### src/rtl/pmbus_cmd_pkg.sv
/*
 Command codes, fixed answers, field positions and reset values for the
 PMBus command decoder. Assumes one clock domain and no other users.
*/
package pmbus_cmd_pkg;
	// -----------------------------------------------------------------
	// Command codes
	// -----------------------------------------------------------------
	localparam logic [7:0] CMD_RUN = 8'h01;
	localparam logic [7:0] CMD_SRC = 8'h02;
	localparam logic [7:0] CMD_CLR = 8'h03;
	localparam logic [7:0] CMD_WP = 8'h10;
	localparam logic [7:0] CMD_SAVE = 8'h11;
	localparam logic [7:0] CMD_LOAD = 8'h12;
	localparam logic [7:0] CMD_FEAT = 8'h19;
	localparam logic [7:0] CMD_FMT = 8'h20;
	localparam logic [7:0] CMD_VSET = 8'h21;
	localparam logic [7:0] CMD_VHI = 8'h25;
	localparam logic [7:0] CMD_VLO = 8'h26;
	localparam logic [7:0] CMD_SBYTE = 8'h78;
	localparam logic [7:0] CMD_SWORD = 8'h79;
	localparam logic [7:0] CMD_SVOUT = 8'h7A;
	localparam logic [7:0] CMD_SIOUT = 8'h7B;
	localparam logic [7:0] CMD_SCML = 8'h7E;
	localparam logic [7:0] CMD_IDENT = 8'hFC;
	localparam int MFR_COUNT = 7;
	localparam logic [7:0] MFR_CODE [MFR_COUNT] = '{8'hD0, 8'hD1, 8'hD2,
		8'hD3, 8'hD4, 8'hD6, 8'hD7};

	// -----------------------------------------------------------------
	// Fixed answers and field layouts
	// -----------------------------------------------------------------
	localparam logic [7:0] FEATURE_VAL = 8'hD0;
	localparam logic [7:0] FORMAT_VAL = 8'h17;
	// Arbitrary identity value, not tied to any part
	localparam logic [15:0] IDENT_WORD = 16'h5A01;
	localparam logic [7:0] WP_ONLY_SELF = 8'h80;
	localparam logic [7:0] WP_PLUS_RUN = 8'h40;
	localparam logic [7:0] WP_PLUS_SETUP = 8'h20;
	localparam logic [7:0] WP_OPEN = 8'h00;
	localparam int RUN_ON_BIT = 7;
	localparam logic [7:0] RUN_FIXED_MASK = 8'h43;
	localparam logic [3:0] MRG_LO_IGN = 4'h5;
	localparam logic [3:0] MRG_LO_ACT = 4'h6;
	localparam logic [3:0] MRG_HI_IGN = 4'h9;
	localparam logic [3:0] MRG_HI_ACT = 4'hA;
	localparam logic [7:0] SRC_FIXED_MASK = 8'hF3;
	localparam logic [7:0] SRC_FIXED_VAL = 8'h13;
	localparam int SRC_CMD_BIT = 3;
	localparam int SRC_PIN_BIT = 2;
	localparam int SB_OFF = 6;
	localparam int SB_VOV = 5;
	localparam int SB_IOC = 4;
	localparam int SB_VDD = 3;
	localparam int SB_TEMP = 2;
	localparam int SB_CML = 1;
	localparam int SW_VOUT = 15;
	localparam int SW_IOUT = 14;
	localparam int SW_VDD = 13;
	localparam int SW_PGL = 11;
	localparam int CML_BADCMD = 7;
	localparam int CML_BADDATA = 6;
	localparam int CML_PEC = 5;
	localparam int VOUT_OVF = 7;
	localparam int IOUT_OCF = 7;

	// -----------------------------------------------------------------
	// Reset values
	// -----------------------------------------------------------------
	localparam logic [7:0] RUN_RST = 8'h00;
	localparam logic [7:0] SRC_RST = 8'h17;
	localparam logic [7:0] WP_RST = 8'h00;
	localparam logic [15:0] VSET_RST = 16'h0133;
	localparam logic [15:0] VHI_RST = 16'h0266;
	localparam logic [15:0] VLO_RST = 16'h0133;
	localparam logic [7:0] MFR_RST = 8'h00;

	// Access class of a command code
	typedef enum logic [5:0] {
		KIND_NONE = 6'b000001,
		KIND_BYTE_RW = 6'b000010,
		KIND_WORD_RW = 6'b000100,
		KIND_SEND = 6'b001000,
		KIND_BYTE_RO = 6'b010000,
		KIND_WORD_RO = 6'b100000
	} cmd_kind_e;
endpackage

### src/rtl/pmbus_command_decoder.sv
/*
 PMBus command decoder of a point-of-load converter: command registers,
 write protection, default store, status reporting and alert.
 Assumes a bus framer on mclk that hands over one finished transaction
 per strobe; the enable pin and fault flags come from other domains.
*/
`timescale 1ns/10ps
module pmbus_command_decoder (
	// Clock, reset, freeze
	input wire logic mclk,
	input wire logic srst,
	input wire logic clkEn,
	// Transaction from the bus framer
	input wire logic cmdStrobe,
	input wire logic cmdWrite,
	input wire logic [7:0] cmdCode,
	input wire logic [1:0] wrByteCnt,
	input wire logic [15:0] wrData,
	input wire logic pecChecked,
	input wire logic pecGood,
	// Read answer to the framer
	output logic rdValid,
	output logic rdAck,
	output logic [15:0] rdData,
	// Pins and fault sources from other domains
	input wire logic enPin,
	input wire logic [3:0] voutFaultEv,
	input wire logic [2:0] ioutFaultEv,
	input wire logic vddUvEv,
	input wire logic overTempEv,
	input wire logic power_good_lost_flag,
	// Alert pin, open drain
	output logic alertOut,
	output logic alertOe,
	// Converter controls
	output logic convOn,
	output logic [1:0] marginSel,
	output logic marginActOnFault,
	output logic [15:0] vrefTarget,
	output logic [7:0] delaySetting,
	output logic [7:0] freqSetting,
	output logic [7:0] lockoutSetting,
	output logic [7:0] loopOffsetSetting,
	output logic [7:0] trackSetting
);
	// -----------------------------------------------------------------
	// Input synchronisers
	// -----------------------------------------------------------------
	logic [11:1] syncA_r;
	logic [11:1] syncB_r;
	logic enPinS;
	logic [3:0] voutEvS;
	logic [2:0] ioutEvS;
	logic vddUvS;
	logic overTempS;
	logic pgLostS;

	// Two stages on every pin; only stage B is read by logic
	always_ff @(posedge mclk) begin
		if (srst) begin
			syncA_r <= 11'h000;
			syncB_r <= 11'h000;
		end else if (clkEn) begin
			syncA_r <= {enPin, voutFaultEv, ioutFaultEv, vddUvEv, overTempEv,
				power_good_lost_flag};
			syncB_r <= syncA_r;
		end
	end
	assign enPinS = syncB_r[11];
	assign voutEvS = syncB_r[10:7];
	assign ioutEvS = syncB_r[6:4];
	assign vddUvS = syncB_r[3];
	assign overTempS = syncB_r[2];
	assign pgLostS = syncB_r[1];

	// -----------------------------------------------------------------
	// Registers
	// -----------------------------------------------------------------
	logic [7:0] runReg_r;
	logic [7:0] srcReg_r;
	logic [7:0] wpReg_r;
	logic [15:0] vsetReg_r;
	logic [15:0] vhiReg_r;
	logic [15:0] vloReg_r;
	logic [7:0] mfrReg_r [pmbus_cmd_pkg::MFR_COUNT];
	logic [7:0] nvSrc_r;
	logic [7:0] nvWp_r;
	logic [15:0] nvVset_r;
	logic [7:0] nvMfr_r [pmbus_cmd_pkg::MFR_COUNT];
	logic [7:4] voutSt_r;
	logic [7:4] ioutSt_r;
	logic vddSt_r;
	logic tempSt_r;
	logic badCmd_r;
	logic badData_r;
	logic pecOk_r;

	// -----------------------------------------------------------------
	// Command decode
	// -----------------------------------------------------------------
	pmbus_cmd_pkg::cmd_kind_e kind;
	logic [pmbus_cmd_pkg::MFR_COUNT-1:0] mfrHit;
	logic wpAllows;
	logic dataOk;
	logic cntOk;
	logic pecFail;
	logic isWrite;
	logic doWrite;
	logic doClear;
	logic doSave;
	logic doLoad;
	logic wrongDir;

	// One match line per manufacturer byte
	genvar g;
	generate
		for (g = 0; g < pmbus_cmd_pkg::MFR_COUNT; g++) begin : gMfrHit
			assign mfrHit[g] = (cmdCode == pmbus_cmd_pkg::MFR_CODE[g]);
		end
	endgenerate

	// Access class of the code; unknown codes fall to none
	always_comb begin
		case (cmdCode)
			pmbus_cmd_pkg::CMD_RUN, pmbus_cmd_pkg::CMD_SRC,
			pmbus_cmd_pkg::CMD_WP: kind = pmbus_cmd_pkg::KIND_BYTE_RW;
			pmbus_cmd_pkg::CMD_VSET, pmbus_cmd_pkg::CMD_VHI,
			pmbus_cmd_pkg::CMD_VLO: kind = pmbus_cmd_pkg::KIND_WORD_RW;
			pmbus_cmd_pkg::CMD_CLR, pmbus_cmd_pkg::CMD_SAVE,
			pmbus_cmd_pkg::CMD_LOAD: kind = pmbus_cmd_pkg::KIND_SEND;
			pmbus_cmd_pkg::CMD_FEAT, pmbus_cmd_pkg::CMD_FMT,
			pmbus_cmd_pkg::CMD_SBYTE, pmbus_cmd_pkg::CMD_SVOUT,
			pmbus_cmd_pkg::CMD_SIOUT,
			pmbus_cmd_pkg::CMD_SCML: kind = pmbus_cmd_pkg::KIND_BYTE_RO;
			pmbus_cmd_pkg::CMD_SWORD,
			pmbus_cmd_pkg::CMD_IDENT: kind = pmbus_cmd_pkg::KIND_WORD_RO;
			default: kind = (|mfrHit) ? pmbus_cmd_pkg::KIND_BYTE_RW :
				pmbus_cmd_pkg::KIND_NONE;
		endcase
	end

	// Lock level decides which codes may be written; the lock itself
	// stays writable at every level so it is never permanent
	always_comb begin
		case (wpReg_r)
			pmbus_cmd_pkg::WP_ONLY_SELF:
				wpAllows = (cmdCode == pmbus_cmd_pkg::CMD_WP);
			pmbus_cmd_pkg::WP_PLUS_RUN:
				wpAllows = (cmdCode == pmbus_cmd_pkg::CMD_WP) ||
					(cmdCode == pmbus_cmd_pkg::CMD_RUN);
			pmbus_cmd_pkg::WP_PLUS_SETUP:
				wpAllows = (cmdCode == pmbus_cmd_pkg::CMD_WP) ||
					(cmdCode == pmbus_cmd_pkg::CMD_RUN) ||
					(cmdCode == pmbus_cmd_pkg::CMD_SRC) ||
					(cmdCode == pmbus_cmd_pkg::CMD_VSET);
			default: wpAllows = 1'b1;
		endcase
	end

	// Data legality of the byte registers with fixed or coded fields
	always_comb begin
		case (cmdCode)
			pmbus_cmd_pkg::CMD_RUN: begin
				dataOk = ((wrData[7:0] & pmbus_cmd_pkg::RUN_FIXED_MASK) ==
					8'h00) && ((wrData[5:4] == 2'b00) ||
					(wrData[5:2] == pmbus_cmd_pkg::MRG_LO_IGN) ||
					(wrData[5:2] == pmbus_cmd_pkg::MRG_LO_ACT) ||
					(wrData[5:2] == pmbus_cmd_pkg::MRG_HI_IGN) ||
					(wrData[5:2] == pmbus_cmd_pkg::MRG_HI_ACT));
			end
			pmbus_cmd_pkg::CMD_SRC: begin
				dataOk = (wrData[7:0] & pmbus_cmd_pkg::SRC_FIXED_MASK) ==
					pmbus_cmd_pkg::SRC_FIXED_VAL;
			end
			pmbus_cmd_pkg::CMD_WP: begin
				dataOk = (wrData[7:0] == pmbus_cmd_pkg::WP_ONLY_SELF) ||
					(wrData[7:0] == pmbus_cmd_pkg::WP_PLUS_RUN) ||
					(wrData[7:0] == pmbus_cmd_pkg::WP_PLUS_SETUP) ||
					(wrData[7:0] == pmbus_cmd_pkg::WP_OPEN);
			end
			default: dataOk = 1'b1;
		endcase
	end

	// Byte count must match the class of a write
	always_comb begin
		case (kind)
			pmbus_cmd_pkg::KIND_BYTE_RW: cntOk = (wrByteCnt == 2'd1);
			pmbus_cmd_pkg::KIND_WORD_RW: cntOk = (wrByteCnt == 2'd2);
			pmbus_cmd_pkg::KIND_SEND: cntOk = (wrByteCnt == 2'd0);
			default: cntOk = 1'b0;
		endcase
	end

	assign pecFail = pecChecked && !pecGood;
	assign isWrite = clkEn && cmdStrobe && cmdWrite;
	assign wrongDir = cmdWrite ?
		(kind == pmbus_cmd_pkg::KIND_BYTE_RO) ||
		(kind == pmbus_cmd_pkg::KIND_WORD_RO) :
		(kind == pmbus_cmd_pkg::KIND_SEND);
	// Writes that fail the lock (except clear), the data or the packet check change nothing
	assign doWrite = isWrite && wpAllows && dataOk && cntOk && !pecFail &&
		((kind == pmbus_cmd_pkg::KIND_BYTE_RW) ||
		(kind == pmbus_cmd_pkg::KIND_WORD_RW));
	assign doClear = isWrite && cntOk && !pecFail &&
		(cmdCode == pmbus_cmd_pkg::CMD_CLR);
	assign doSave = isWrite && cntOk && !pecFail && wpAllows &&
		(cmdCode == pmbus_cmd_pkg::CMD_SAVE);
	assign doLoad = isWrite && cntOk && !pecFail && wpAllows &&
		(cmdCode == pmbus_cmd_pkg::CMD_LOAD);

	// -----------------------------------------------------------------
	// Operating registers
	// -----------------------------------------------------------------
	// Run, margin targets; the run byte is volatile and not reloaded
	always_ff @(posedge mclk) begin
		if (srst) begin
			runReg_r <= pmbus_cmd_pkg::RUN_RST;
			vhiReg_r <= pmbus_cmd_pkg::VHI_RST;
			vloReg_r <= pmbus_cmd_pkg::VLO_RST;
		end else if (doWrite) begin
			if (cmdCode == pmbus_cmd_pkg::CMD_RUN)
				runReg_r <= wrData[7:0];
			if (cmdCode == pmbus_cmd_pkg::CMD_VHI)
				vhiReg_r <= wrData;
			if (cmdCode == pmbus_cmd_pkg::CMD_VLO)
				vloReg_r <= wrData;
		end
	end

	// Saved registers: a reload takes the stored copy
	always_ff @(posedge mclk) begin
		if (srst) begin
			srcReg_r <= pmbus_cmd_pkg::SRC_RST;
			wpReg_r <= pmbus_cmd_pkg::WP_RST;
			vsetReg_r <= pmbus_cmd_pkg::VSET_RST;
		end else if (doLoad) begin
			srcReg_r <= nvSrc_r;
			wpReg_r <= nvWp_r;
			vsetReg_r <= nvVset_r;
		end else if (doWrite) begin
			if (cmdCode == pmbus_cmd_pkg::CMD_SRC)
				srcReg_r <= wrData[7:0];
			if (cmdCode == pmbus_cmd_pkg::CMD_WP)
				wpReg_r <= wrData[7:0];
			if (cmdCode == pmbus_cmd_pkg::CMD_VSET)
				vsetReg_r <= wrData;
		end
	end

	// Default store; flip-flops stand in for the non-volatile array, so
	// its contents return to defaults on reset
	always_ff @(posedge mclk) begin
		if (srst) begin
			nvSrc_r <= pmbus_cmd_pkg::SRC_RST;
			nvWp_r <= pmbus_cmd_pkg::WP_RST;
			nvVset_r <= pmbus_cmd_pkg::VSET_RST;
		end else if (doSave) begin
			nvSrc_r <= srcReg_r;
			nvWp_r <= wpReg_r;
			nvVset_r <= vsetReg_r;
		end
	end

	// Manufacturer bytes and their stored copies, one slice per entry
	generate
		for (g = 0; g < pmbus_cmd_pkg::MFR_COUNT; g++) begin : gMfr
			always_ff @(posedge mclk) begin
				if (srst) begin
					mfrReg_r[g] <= pmbus_cmd_pkg::MFR_RST;
					nvMfr_r[g] <= pmbus_cmd_pkg::MFR_RST;
				end else begin
					if (doLoad)
						mfrReg_r[g] <= nvMfr_r[g];
					else if (doWrite && mfrHit[g])
						mfrReg_r[g] <= wrData[7:0];
					if (doSave)
						nvMfr_r[g] <= mfrReg_r[g];
				end
			end
		end
	endgenerate

	// -----------------------------------------------------------------
	// Status flags
	// -----------------------------------------------------------------
	// Fault flags are sticky; a new event beats a clear in the same cycle
	always_ff @(posedge mclk) begin
		if (srst) begin
			voutSt_r <= 4'h0;
			ioutSt_r <= 4'h0;
			vddSt_r <= 1'b0;
			tempSt_r <= 1'b0;
		end else if (clkEn) begin
			voutSt_r <= (doClear ? 4'h0 : voutSt_r) | voutEvS;
			ioutSt_r <= (doClear ? 4'h0 : ioutSt_r) |
				{ioutEvS[2:1], 1'b0, ioutEvS[0]};
			vddSt_r <= (!doClear && vddSt_r) | vddUvS;
			tempSt_r <= (!doClear && tempSt_r) | overTempS;
		end
	end

	// Bus error flags; errors of the clearing transaction itself survive
	always_ff @(posedge mclk) begin
		if (srst) begin
			badCmd_r <= 1'b0;
			badData_r <= 1'b0;
			pecOk_r <= 1'b0;
		end else if (clkEn) begin
			badCmd_r <= (!doClear && badCmd_r) || (cmdStrobe &&
				((kind == pmbus_cmd_pkg::KIND_NONE) || wrongDir));
			badData_r <= (!doClear && badData_r) || (isWrite &&
				(kind != pmbus_cmd_pkg::KIND_NONE) && !wrongDir &&
				(!dataOk || !cntOk || (!wpAllows &&
				(cmdCode != pmbus_cmd_pkg::CMD_CLR))));
			if (cmdStrobe && pecChecked)
				pecOk_r <= pecGood;
			else if (doClear)
				pecOk_r <= 1'b0;
		end
	end

	// -----------------------------------------------------------------
	// Summaries
	// -----------------------------------------------------------------
	logic [7:0] statByte;
	logic [15:0] statWord;
	logic [7:0] statCml;
	logic [7:0] statVout;
	logic [7:0] statIout;

	// Off and power-good-lost are live levels, so clearing cannot touch them
	always_comb begin
		statVout = {voutSt_r, 4'h0};
		statIout = {ioutSt_r, 4'h0};
		statCml = 8'h00;
		statCml[pmbus_cmd_pkg::CML_BADCMD] = badCmd_r;
		statCml[pmbus_cmd_pkg::CML_BADDATA] = badData_r;
		statCml[pmbus_cmd_pkg::CML_PEC] = pecOk_r;
		statByte = 8'h00;
		statByte[pmbus_cmd_pkg::SB_OFF] = !convOn;
		statByte[pmbus_cmd_pkg::SB_VOV] = voutSt_r[pmbus_cmd_pkg::VOUT_OVF];
		statByte[pmbus_cmd_pkg::SB_IOC] = ioutSt_r[pmbus_cmd_pkg::IOUT_OCF];
		statByte[pmbus_cmd_pkg::SB_VDD] = vddSt_r;
		statByte[pmbus_cmd_pkg::SB_TEMP] = tempSt_r;
		statByte[pmbus_cmd_pkg::SB_CML] = badCmd_r || badData_r;
		statWord = {8'h00, statByte};
		statWord[pmbus_cmd_pkg::SW_VOUT] = |voutSt_r;
		statWord[pmbus_cmd_pkg::SW_IOUT] = |ioutSt_r;
		statWord[pmbus_cmd_pkg::SW_VDD] = vddSt_r;
		statWord[pmbus_cmd_pkg::SW_PGL] = pgLostS;
	end

	// -----------------------------------------------------------------
	// Read answer
	// -----------------------------------------------------------------
	logic [15:0] rdMux;
	integer i;

	// Word reads return the full word; byte reads sit in the low byte
	always_comb begin
		rdMux = 16'h0000;
		case (cmdCode)
			pmbus_cmd_pkg::CMD_RUN: rdMux = {8'h00, runReg_r};
			pmbus_cmd_pkg::CMD_SRC: rdMux = {8'h00, srcReg_r};
			pmbus_cmd_pkg::CMD_WP: rdMux = {8'h00, wpReg_r};
			pmbus_cmd_pkg::CMD_FEAT:
				rdMux = {8'h00, pmbus_cmd_pkg::FEATURE_VAL};
			pmbus_cmd_pkg::CMD_FMT:
				rdMux = {8'h00, pmbus_cmd_pkg::FORMAT_VAL};
			pmbus_cmd_pkg::CMD_VSET: rdMux = vsetReg_r;
			pmbus_cmd_pkg::CMD_VHI: rdMux = vhiReg_r;
			pmbus_cmd_pkg::CMD_VLO: rdMux = vloReg_r;
			pmbus_cmd_pkg::CMD_SBYTE: rdMux = {8'h00, statByte};
			pmbus_cmd_pkg::CMD_SWORD: rdMux = statWord;
			pmbus_cmd_pkg::CMD_SVOUT: rdMux = {8'h00, statVout};
			pmbus_cmd_pkg::CMD_SIOUT: rdMux = {8'h00, statIout};
			pmbus_cmd_pkg::CMD_SCML: rdMux = {8'h00, statCml};
			pmbus_cmd_pkg::CMD_IDENT: rdMux = pmbus_cmd_pkg::IDENT_WORD;
			default: begin
				for (i = 0; i < pmbus_cmd_pkg::MFR_COUNT; i++) begin
					if (mfrHit[i])
						rdMux = {8'h00, mfrReg_r[i]};
				end
			end
		endcase
	end

	// Answer one cycle after a read strobe; unreadable codes are refused
	always_ff @(posedge mclk) begin
		if (srst) begin
			rdValid <= 1'b0;
			rdAck <= 1'b0;
			rdData <= 16'h0000;
		end else if (clkEn) begin
			rdValid <= cmdStrobe && !cmdWrite;
			if (cmdStrobe && !cmdWrite) begin
				rdAck <= (kind != pmbus_cmd_pkg::KIND_NONE) && !wrongDir;
				rdData <= rdMux;
			end
		end
	end

	// -----------------------------------------------------------------
	// Converter control
	// -----------------------------------------------------------------
	logic runReq;
	logic onNxt;
	logic [1:0] mrgNxt;

	// Turn-on source per the two writable source bits
	always_comb begin
		runReq = runReg_r[pmbus_cmd_pkg::RUN_ON_BIT];
		case ({srcReg_r[pmbus_cmd_pkg::SRC_CMD_BIT],
			srcReg_r[pmbus_cmd_pkg::SRC_PIN_BIT]})
			2'b00: onNxt = 1'b1;
			2'b01: onNxt = enPinS;
			2'b10: onNxt = runReq;
			default: onNxt = runReq && enPinS;
		endcase
		// Margin only matters while on: 01 low, 10 high
		case (runReg_r[5:2])
			pmbus_cmd_pkg::MRG_LO_IGN, pmbus_cmd_pkg::MRG_LO_ACT:
				mrgNxt = onNxt ? 2'b01 : 2'b00;
			pmbus_cmd_pkg::MRG_HI_IGN, pmbus_cmd_pkg::MRG_HI_ACT:
				mrgNxt = onNxt ? 2'b10 : 2'b00;
			default: mrgNxt = 2'b00;
		endcase
	end

	// Registered controls so the power stage never sees decode glitches
	always_ff @(posedge mclk) begin
		if (srst) begin
			convOn <= 1'b0;
			marginSel <= 2'b00;
			marginActOnFault <= 1'b0;
			vrefTarget <= pmbus_cmd_pkg::VSET_RST;
		end else if (clkEn) begin
			convOn <= onNxt;
			marginSel <= mrgNxt;
			marginActOnFault <= (mrgNxt != 2'b00) && runReg_r[3];
			case (mrgNxt)
				2'b01: vrefTarget <= vloReg_r;
				2'b10: vrefTarget <= vhiReg_r;
				default: vrefTarget <= vsetReg_r;
			endcase
		end
	end

	// Manufacturer settings to the analog side; scratch bytes D0 and D3 go nowhere
	assign delaySetting = mfrReg_r[1];
	assign freqSetting = mfrReg_r[2];
	assign loopOffsetSetting = mfrReg_r[4];
	assign lockoutSetting = mfrReg_r[5];
	assign trackSetting = mfrReg_r[6];

	// Alert pulls low while any fault flag is held; clear releases it
	always_ff @(posedge mclk) begin
		if (srst)
			alertOe <= 1'b0;
		else if (clkEn)
			alertOe <= !doClear && ((|voutSt_r) || (|ioutSt_r) || vddSt_r ||
				tempSt_r || badCmd_r || badData_r);
	end
	assign alertOut = 1'b0;
endmodule

### config.mk
export PLATFORM = sky130hd
export DESIGN_NAME = pmbus_command_decoder
export DESIGN_NICKNAME = d
export VERILOG_FILES = /design/src/rtl/pmbus_cmd_pkg.sv /design/src/rtl/pmbus_command_decoder.sv
export SDC_FILE = /design/constraint.sdc
export NUM_CORES = 1
export LEC_CHECK = 0
export BUFFER_PORTS_ARGS = -buffer_cell sky130_fd_sc_hd__buf_2
export CELL_PAD_IN_SITES_DETAIL_PLACEMENT = 0
export CELL_PAD_IN_SITES_GLOBAL_PLACEMENT = 1
export CORE_ASPECT_RATIO = 1.4
export CORE_MARGIN = 2
export CORE_UTILIZATION = 47
export DETAILED_ROUTE_END_ITERATION = 7
export PLACE_DENSITY = 0.76
export SYNTH_ARGS = -nofsm -noshare
export SYNTH_HDL_FRONTEND = slang
export SYNTH_SLANG_ARGS = --single-unit
### constraint.sdc
create_clock -name mclk -period 10.44 [get_ports mclk]
set_input_delay 2.088 -clock mclk [delete_from_list [all_inputs] [get_ports mclk]]
set_output_delay 2.088 -clock mclk [all_outputs]
set_load 0.02 [all_outputs]
* Yosys cells after proc, flatten, opt, wreduce, memory -nomap -nowiden *
Memories as Yosys holds them, arrays and structs flattened.
Cells that the tools add are included.
Widths: inputs -> output; s select.

cells by class
  equal/unequal tests = 53
  muxes and demuxes = 89
  bitwise operators = 25
  reductions and logical operators = 98

operator list
  cell                count
  $mux 8              28
  $pmux 16 s14        1
  $mux 16             9
  $eq 8x8->1 const B  10
  $eq 8x7->1 const B  7
  $eq 8x6->1 const B  6
  $mux 1              40
  $logic_and 1x1->1   37
  $eq 8x5->1 const B  4
  $pmux 16 s2         1
  $pmux 6 s5          1
  $logic_or 1x1->1    23
  $or 1x1->1          23
  $eq 4x3->1 const B  4
  $eq 4x4->1 const B  4
  $eq 8x2->1 const B  2
  $logic_not 8->1     2
  $reduce_and 2->1    8
  $eq 6x3->1 const B  2
  $pmux 1 s3          4
  $reduce_bool 2->1   6
  $logic_not 1->1     9
  $reduce_or 3->1     3
  $eq 8x1->1 const B  1
  18 further kinds    30

storage, ports and cells
  register bits after elaboration = 178
  bits in writable memories = 112
  input port bits = 44
  output and inout port bits = 80
  logic and storage cells = 293
  memories kept = 2

memory list
  name      words  width  read ports  clocked after memory_dff  write ports  RTL line                     source
  mfrReg_r  7      8      7           0                         7            pmbus_command_decoder.sv:85  logic [7:0] mfrReg_r [pmbus_cmd_pkg::MFR_COUNT];
  nvMfr_r   7      8      7           0                         7            pmbus_command_decoder.sv:89  logic [7:0] nvMfr_r [pmbus_cmd_pkg::MFR_COUNT];

* Depth between registers and ports, before layout *
Gate-level depths: netlist of the first run.

  depth in word-level cells = 17
  depth in mapped cells = 13
  mapped depth without buffers = 12

* Worst setup path before layout of the first run *
No wires, ideal clock.

  path kind = input to register
  start point = in cmdCode[6]
  end point = mem nvMfr_r[0][0] (enable)
  library setup time = 547 ps
  data arrival time = 7990 ps
  data required time = 9893 ps
  path slack = 1903 ps
  cell stages on the path = 8
  buffers on the path = 3
  path through = buf_2 > or4b_1 > buf_2 > a211o_1 > a221oi_4 > nand4_1 > clkbuf_1 > o21ai_0

RTL lines
  element          RTL line                     source
  start, declared  pmbus_command_decoder.sv:16  input wire logic [7:0] cmdCode,
  end, declared    pmbus_command_decoder.sv:89

==> metrics.md, run 1 <==
| Metric | Value |
|---|---|
| GRT Overall Usage | `28.8%` |
| Reg-to-reg startpoint | `wpReg_r[0]` |
| Fin nets | `1385` |
| Largest family of logic cells by synthesized area | `compound AO/OA/AOI/OAI gates` |
| Yosys synthesis warning count | `0` |
| Final WL | `43.6 mm` |
| Pwr/cell area | `160 nW/um^2` |
| CTS root buf | `clkbuf_16` |
| Worst-margin pin slew | `1.26 ns` |
| CP Class | `in2reg` |
| Xor/xnor share of the synthesized area | `0.265%` |
| Hold_sp | `nvSrc_r[0]` |
| Gpl congestion | `0.904` |
| Synthesized cell area | `13200 um^2` |
| Die height | `202 um` |
| Post-place instance area | `14000 um^2` |
| Clk_lat worst skew | `0.57 ns` |
| Cell with the most instances after synthesis | `dfxtp_1` |
| Mean post-synth cell area | `10.3 um^2` |
| Sink Count | `289` |
| DP HPWL | `28.1 mm` |
| Period utilization | `54.5%` |
| Setup_tns | `0 ns` |
| Rows | `72` |
| Hold_buf cts | `0` |
| DIE WIDTH | `146 um` |
| Number of vias per cell | `6.50` |
| Maximum clock insertion buffer count | `3` |
| Global-route wire length before repair | `65.6 mm` |
| Seq cells post-synth | `289` |
| DR iter-0 viols | `994` |
| Starting density of the core | `47.7%` |
| Reg area | `6910 um^2` |
| Crit path max fanout | `63` |
| Crit path launch | `cmdCode[4]` |
| Core area | `27700 um^2` |
| Ports | `124` |
| RSZ-0062 raised after global routing | `no` |
| Clk_skew | `0.0145 ns` |
| EDFF count, synth | `112` |
| Area delta synth->final | `13.4%` |
| Fin. max-slew vios | `0` |
| Top cell type's share of synthesized area | `26.8%` |
| H-tree depth | `1` |
| PortBufs | `122` |
| Vias in the first global route | `10600` |
| Simple-Gate Fraction of Synth Area | `15.8%` |
| Crit path DAT | `5.95 ns` |
| Synth Area in Adders | `0.436%` |
| Largest net degree at the start of global routing | `85` |
| Post-route DRC | `0` |
| Max cap viols | `0` |
| Status | `finished clean` |
| Compound-Gate Fraction of Synth Area | `22.6%` |
| Filler Cell Count | `2502` |
| GRT overflow | `0` |
| Crit end category | `flip-flop` |
| Async set-reset flop share out of synthesis | `0%` |
| # resized after CTS | `0` |
| Leakage | `5.21 nW` |
| Post-synthesis mux area share | `4.09%` |
| Routed length per instance | `25.2 um` |
| Synth Instances | `1287` |
| Area contributors post-synth | `dfxtp_1 (27%), edfxtp_1 (25%), a32o_1 (4.7%)` |
| Hold Vio Cnt, Final | `0` |
| Multi-input gate area | `5780 um^2` |
| Slew HR | `15.8%` |
| Initial antenna violation count | `0` |
| Synth cell types | `69` |
| CTS tree | `yes` |
| Synth Flop Type | `dfxtp_1` |
| Sequential-to-total area share from yosys stat | `52.3%` |
| Ant. Diodes | `0` |
| Clock slew at reported path FFs | `0.06 ns` |
| Cell type with the largest total area after synthesis | `dfxtp_1` |
| Startpoint types | `primary input` |
| Peak supply drop | `0.111 mV` |
| Mapped Nets | `1334` |
| Drt pass-1 iters | `6` |
| Crit path time final | `5.69 ns` |
| Via count | `11200` |
| Final Setup Violations | `0` |
| Post-synth top cells | `dfxtp_1 (177), nor2_1 (126), edfxtp_1 (112), clkbuf_1 (101), a21oi_1 (76)` |
| Antenna-violating nets left | `0` |
| Share of cells above drive strength 1 | `18.0%` |
| Fmax | `176 MHz` |
| Clock buffers created by TritonCTS | `29` |
| Critical Path RT | `10.70 ns` |
| Worst Hold Class | `reg2reg` |
| Die Area | `29500 um^2` |
| Design Area, Final | `15000 um^2` |
| Setup bufs post-CTS | `0` |
-- registers in the layout, indices dropped and copies added, names as in the netlist, 11 cells and up --
| register | count |
|---|---|
| vrefTarget | 16 |
| vsetReg_r | 16 |
| nvMfr_r | 56 |
| rdData | 16 |
| vloReg_r | 16 |
| vhiReg_r | 16 |
| nvVset_r | 16 |
| mfrReg_r | 56 |
| syncA_r | 11 |
| syncB_r | 11 |
-- kinds of logic after synthesis --
family,Yosys count
compound gates,394
fa+ha+maj,5
mux,54
simple gates,398
buf+inv,142
flops,289
other cells,1
xor+xnor,4
-- final cells by class --
cell class / count / share of cell area [%]
Sequential cell: 289 / 46.1
Multi-Input combinational cell: 856 / 38.6
Inverter: 12 / 0.301
Timing Repair Buffer: 150 / 5.50
Clock buffer: 42 / 5.45
Clock inverter: 12 / 0.928
Tap cell: 370 / 3.09
-- worst paths after layout --
path                         end  cells after the start  slack (ns)
hold / removal       srcReg_r[0]                      2        0.46
hold reg to reg      srcReg_r[0]                      2        0.46
setup / recovery  mfrReg_r[6][7]                      8        4.75
setup reg to reg   nvMfr_r[0][0]                      8        7.04
-- worst max-delay path: stages --
cell and delay, ns:
buf_2 0.17, or4b_1 0.74, a211o_1 0.39, a221oi_4 0.44, nand3_4 0.66, nor4_4 0.45, buf_4 0.57, a21bo_2 0.36
-- per-layer routing --
metal  vias up  global-route usage (%)  wire length (um)
met2       513                    48.2             20800
met1      5520                    36.6             17300
met4         0                    16.2              2630
met5         -                       0                 0
li1       5087                       -                 -
met3       129                    2.89              2870
-- power by group --
part / total [W] / switching, W / internal [W]
Sequential: 0.00121 / 0.0000169 / 0.00119
Combinational: 0.000130 / 0.0000929 / 0.0000371
Clock: 0.00106 / 0.000446 / 0.000615
Total: 0.00240 / 0.000556 / 0.00185
-- cell usage in the layout (no fill, tap or decap), drive strengths merged, types with 7 or more instances in the layout --
master / instances
nor2: 127
and2: 56
a22o: 12
clkbuf: 42
nand2b: 8
nand2: 55
a21oi: 76
or3: 7
a22oi: 39
nand3: 19
a221oi: 19
or2: 7
a211oi: 7
a31oi: 8
nor3: 19
a221o: 10
a31o: 13
dfxtp: 177
buf: 150
edfxtp: 112
nand4: 53
inv: 12
a32o: 62
o31ai: 33
a211o: 9
mux2i: 54
o21ai: 53
a222oi: 17
nor4: 21
a21bo: 7
-- through the flow --
stage / total power [W] / utilization, % / cells / hold WS [ns] / worst slack [ns]
floorplan: 0.00131 / - / 1287 / 0.435 / 1.90
global placement: 0.00136 / 50.7 / 1677 / 0.447 / 4.28
detailed placement: 0.00136 / 50.7 / 1677 / 0.449 / 4.22
CTS: 0.00241 / 54.1 / 1731 / 0.463 / 4.81
global route: 0.00246 / 54.1 / 1731 / 0.480 / 4.57
finish: 0.00240 / 54.1 / 1731 / 0.464 / 4.75
Note: power is estimated with default switching activity, not from simulation.
==> run 2: changes to the inputs <==
--- a/config.mk
+++ b/config.mk
@@ -10,9 +10,9 @@
 export CELL_PAD_IN_SITES_GLOBAL_PLACEMENT = 1
 export CORE_ASPECT_RATIO = 1.4
 export CORE_MARGIN = 2
-export CORE_UTILIZATION = 47
+export CORE_UTILIZATION = 42
 export DETAILED_ROUTE_END_ITERATION = 7
-export PLACE_DENSITY = 0.76
+export PLACE_DENSITY = 0.72
 export SYNTH_ARGS = -nofsm -noshare
 export SYNTH_HDL_FRONTEND = slang
 export SYNTH_SLANG_ARGS = --single-unit
==> constraint.sdc (replaced) <==
create_clock -name mclk -period 5.1 [get_ports mclk]
set_input_delay 1.02 -clock mclk [delete_from_list [all_inputs] [get_ports mclk]]
set_output_delay 1.02 -clock mclk [all_outputs]
set_load 0.02 [all_outputs]
==> run 2 against run 1 <==
  * Worst hold slack about the same
  * Largest cell class unchanged
  * Via count up 0.69%
  * Critical path type unchanged
  * Register-to-register slack worse by 5.4 ns
  * First-iteration DRC count grew 17%
  * Clock power up 110%
  * Combinational power rose by 110%
  * Sequential power grew 100%
  * Global-route usage shrank 2.6 points
  * Critical endpoint is now runReg_r[3]
  * Critical path depth unchanged
==> metrics.md, run 2 (same netlist as run 1, synthesis figures left out) <==
| Metric | Value |
|---|---|
| Most common cell after layout, fill and taps aside | `dfxtp_1` |
| Crit end category | `flip-flop` |
| DIE WIDTH | `154 um` |
| Leakage | `5.32 nW` |
| Clk_lat worst skew | `0.56 ns` |
| Largest net degree at the start of global routing | `78` |
| # resized after CTS | `0` |
| Reg-to-reg startpoint | `wpReg_r[0]` |
| Pwr/cell area | `330 nW/um^2` |
| Clock slew at reported path FFs | `0.07 ns` |
| Initial antenna violation count | `0` |
| Gpl congestion | `0.920` |
| Period utilization | `75.2%` |
| Area delta synth->final | `15.0%` |
| Share of cells above drive strength 1 | `18.8%` |
| Ports | `124` |
| Hold_buf cts | `0` |
| GRT overflow | `0` |
| Maximum clock insertion buffer count | `3` |
| RSZ-0062 raised after global routing | `no` |
| Worst Hold Class | `reg2reg` |
| Filler Cell Count | `2843` |
| Clk_skew | `0.0203 ns` |
| Status | `finished clean` |
| Worst r2r path cells | `8` |
| Worst-margin pin slew | `1.10 ns` |
| Fmax | `261 MHz` |
| Via count | `11300` |
| Die height | `214 um` |
| Biggest regs | `mfrReg_r (56), nvMfr_r (56)` |
| Post-route DRC | `0` |
| Rows | `76` |
| Fin nets | `1399` |
| Hold endpoint | `srcReg_r[4]` |
| Drt pass-1 iters | `8` |
| Crit path max fanout | `60` |
| Clock buffers created by TritonCTS | `29` |
| Global-route wire length before repair | `66.1 mm` |
| PortBufs | `122` |
| Die Area | `32900 um^2` |
| Routed length per instance | `25.1 um` |
| Final Setup Violations | `0` |
| Antenna-violating nets left | `0` |
| CP Class | `in2reg` |
| H-tree depth | `1` |
| Crit path DAT | `4.31 ns` |
| Starting density of the core | `42.7%` |
| DP HPWL | `29.2 mm` |
| Sink Count | `289` |
| Core area | `30900 um^2` |
| Final WL | `44.4 mm` |
| Vias in the first global route | `10700` |
| Worst R2R Setup Slack | `1.63 ns` |
| DR iter-0 viols | `1162` |
| CTS root buf | `clkbuf_16` |
| Crit path time final | `3.83 ns` |
| Startpoint types | `primary input` |
| Worst hold slack | `0.463 ns` |
| Hold path depth | `2` |
| Peak supply drop | `0.240 mV` |
| Slew HR | `25.9%` |
| Setup bufs post-CTS | `0` |
| Max cap viols | `0` |
| GRT Overall Usage | `26.2%` |
| Most frequent cells in the layout | `dfxtp_1 (177), nor2_1 (122), buf_2 (120)` |
| Hold Vio Cnt, Final | `0` |
| Setup_tns | `0 ns` |
| Number of vias per cell | `6.41` |
| CTS tree | `yes` |
| Fin. max-slew vios | `0` |
| Reg2reg end | `nvMfr_r[0][4]` |
| Hold_sp | `nvSrc_r[4]` |
| Critical Path RT | `5.58 ns` |
run 2: where the power goes:
part           internal [W]  total [W]  switching, W
registers           0.00244    0.00248     0.0000352
clock network       0.00135    0.00226      0.000908
logic             0.0000798   0.000272      0.000192
run 2: per-stage QoR:
| step | total power (W) | cell area, um^2 | setup slack [ns] | instances | util [%] |
|---|---|---|---|---|---|
| 2_1_floorplan | 0.00267 | 13200 | 0.217 | 1287 | - |
| 5_1_grt | 0.00515 | 15200 | 1.13 | 1765 | 49.1 |
| 6_report | 0.00501 | 15200 | 1.27 | 1766 | 49.1 |
| 4_1_cts | 0.00505 | 15200 | 1.38 | 1765 | 49.1 |
| 3_5_place_dp | 0.00280 | 14200 | 0.813 | 1711 | 45.9 |
| 3_3_place_gp | 0.00279 | 14200 | 0.888 | 1711 | 45.9 |
run 2: worst max path at each step:
| stage | from | to | slack [ns] | cells after the start |
|---|---|---|---|---|
| finish | cmdCode[4] | runReg_r[3] | 1.27 | 8 |
| global route | cmdCode[7] | runReg_r[7] | 1.13 | 8 |
| CTS | cmdCode[4] | runReg_r[3] | 1.38 | 8 |
| detailed placement | cmdCode[4] | runReg_r[3] | 0.81 | 8 |
| global placement | cmdCode[4] | runReg_r[3] | 0.89 | 8 |
| floorplan | cmdCode[6] | nvMfr_r[0][0] | 0.22 | 8 |
run 2: worst max-delay path, stage by stage:
cell and delay (ns):
buf_2 0.17, or4b_1 0.73, a211o_1 0.38, a221oi_4 0.45, nand3_4 0.13, buf_4 0.34, nor3_1 0.77, mux2i_1 0.26
run 2: cell type report:
class	instances	area, um^2	share of cell area (%)
clock inverter	16	206	1.36
antenna	1	2.50	0.0165
tap	390	488	3.21
timing repair buffer	164	968	6.38
multi-input combinational	856	5770	38.0
clock buffer	38	801	5.27
sequential	289	6910	45.5
inverter	12	45.0	0.297
run 2: metal layers:
metal | global-route usage, % | part of all wire, % | vias to the layer above
li1 | - | - | 5107
met1 | 33.3 | 40 | 5537
met2 | 43.4 | 47 | 554
met3 | 3.15 | 7.1 | 129
met4 | 15.4 | 6.3 | 0
met5 | 0 | 0 | -
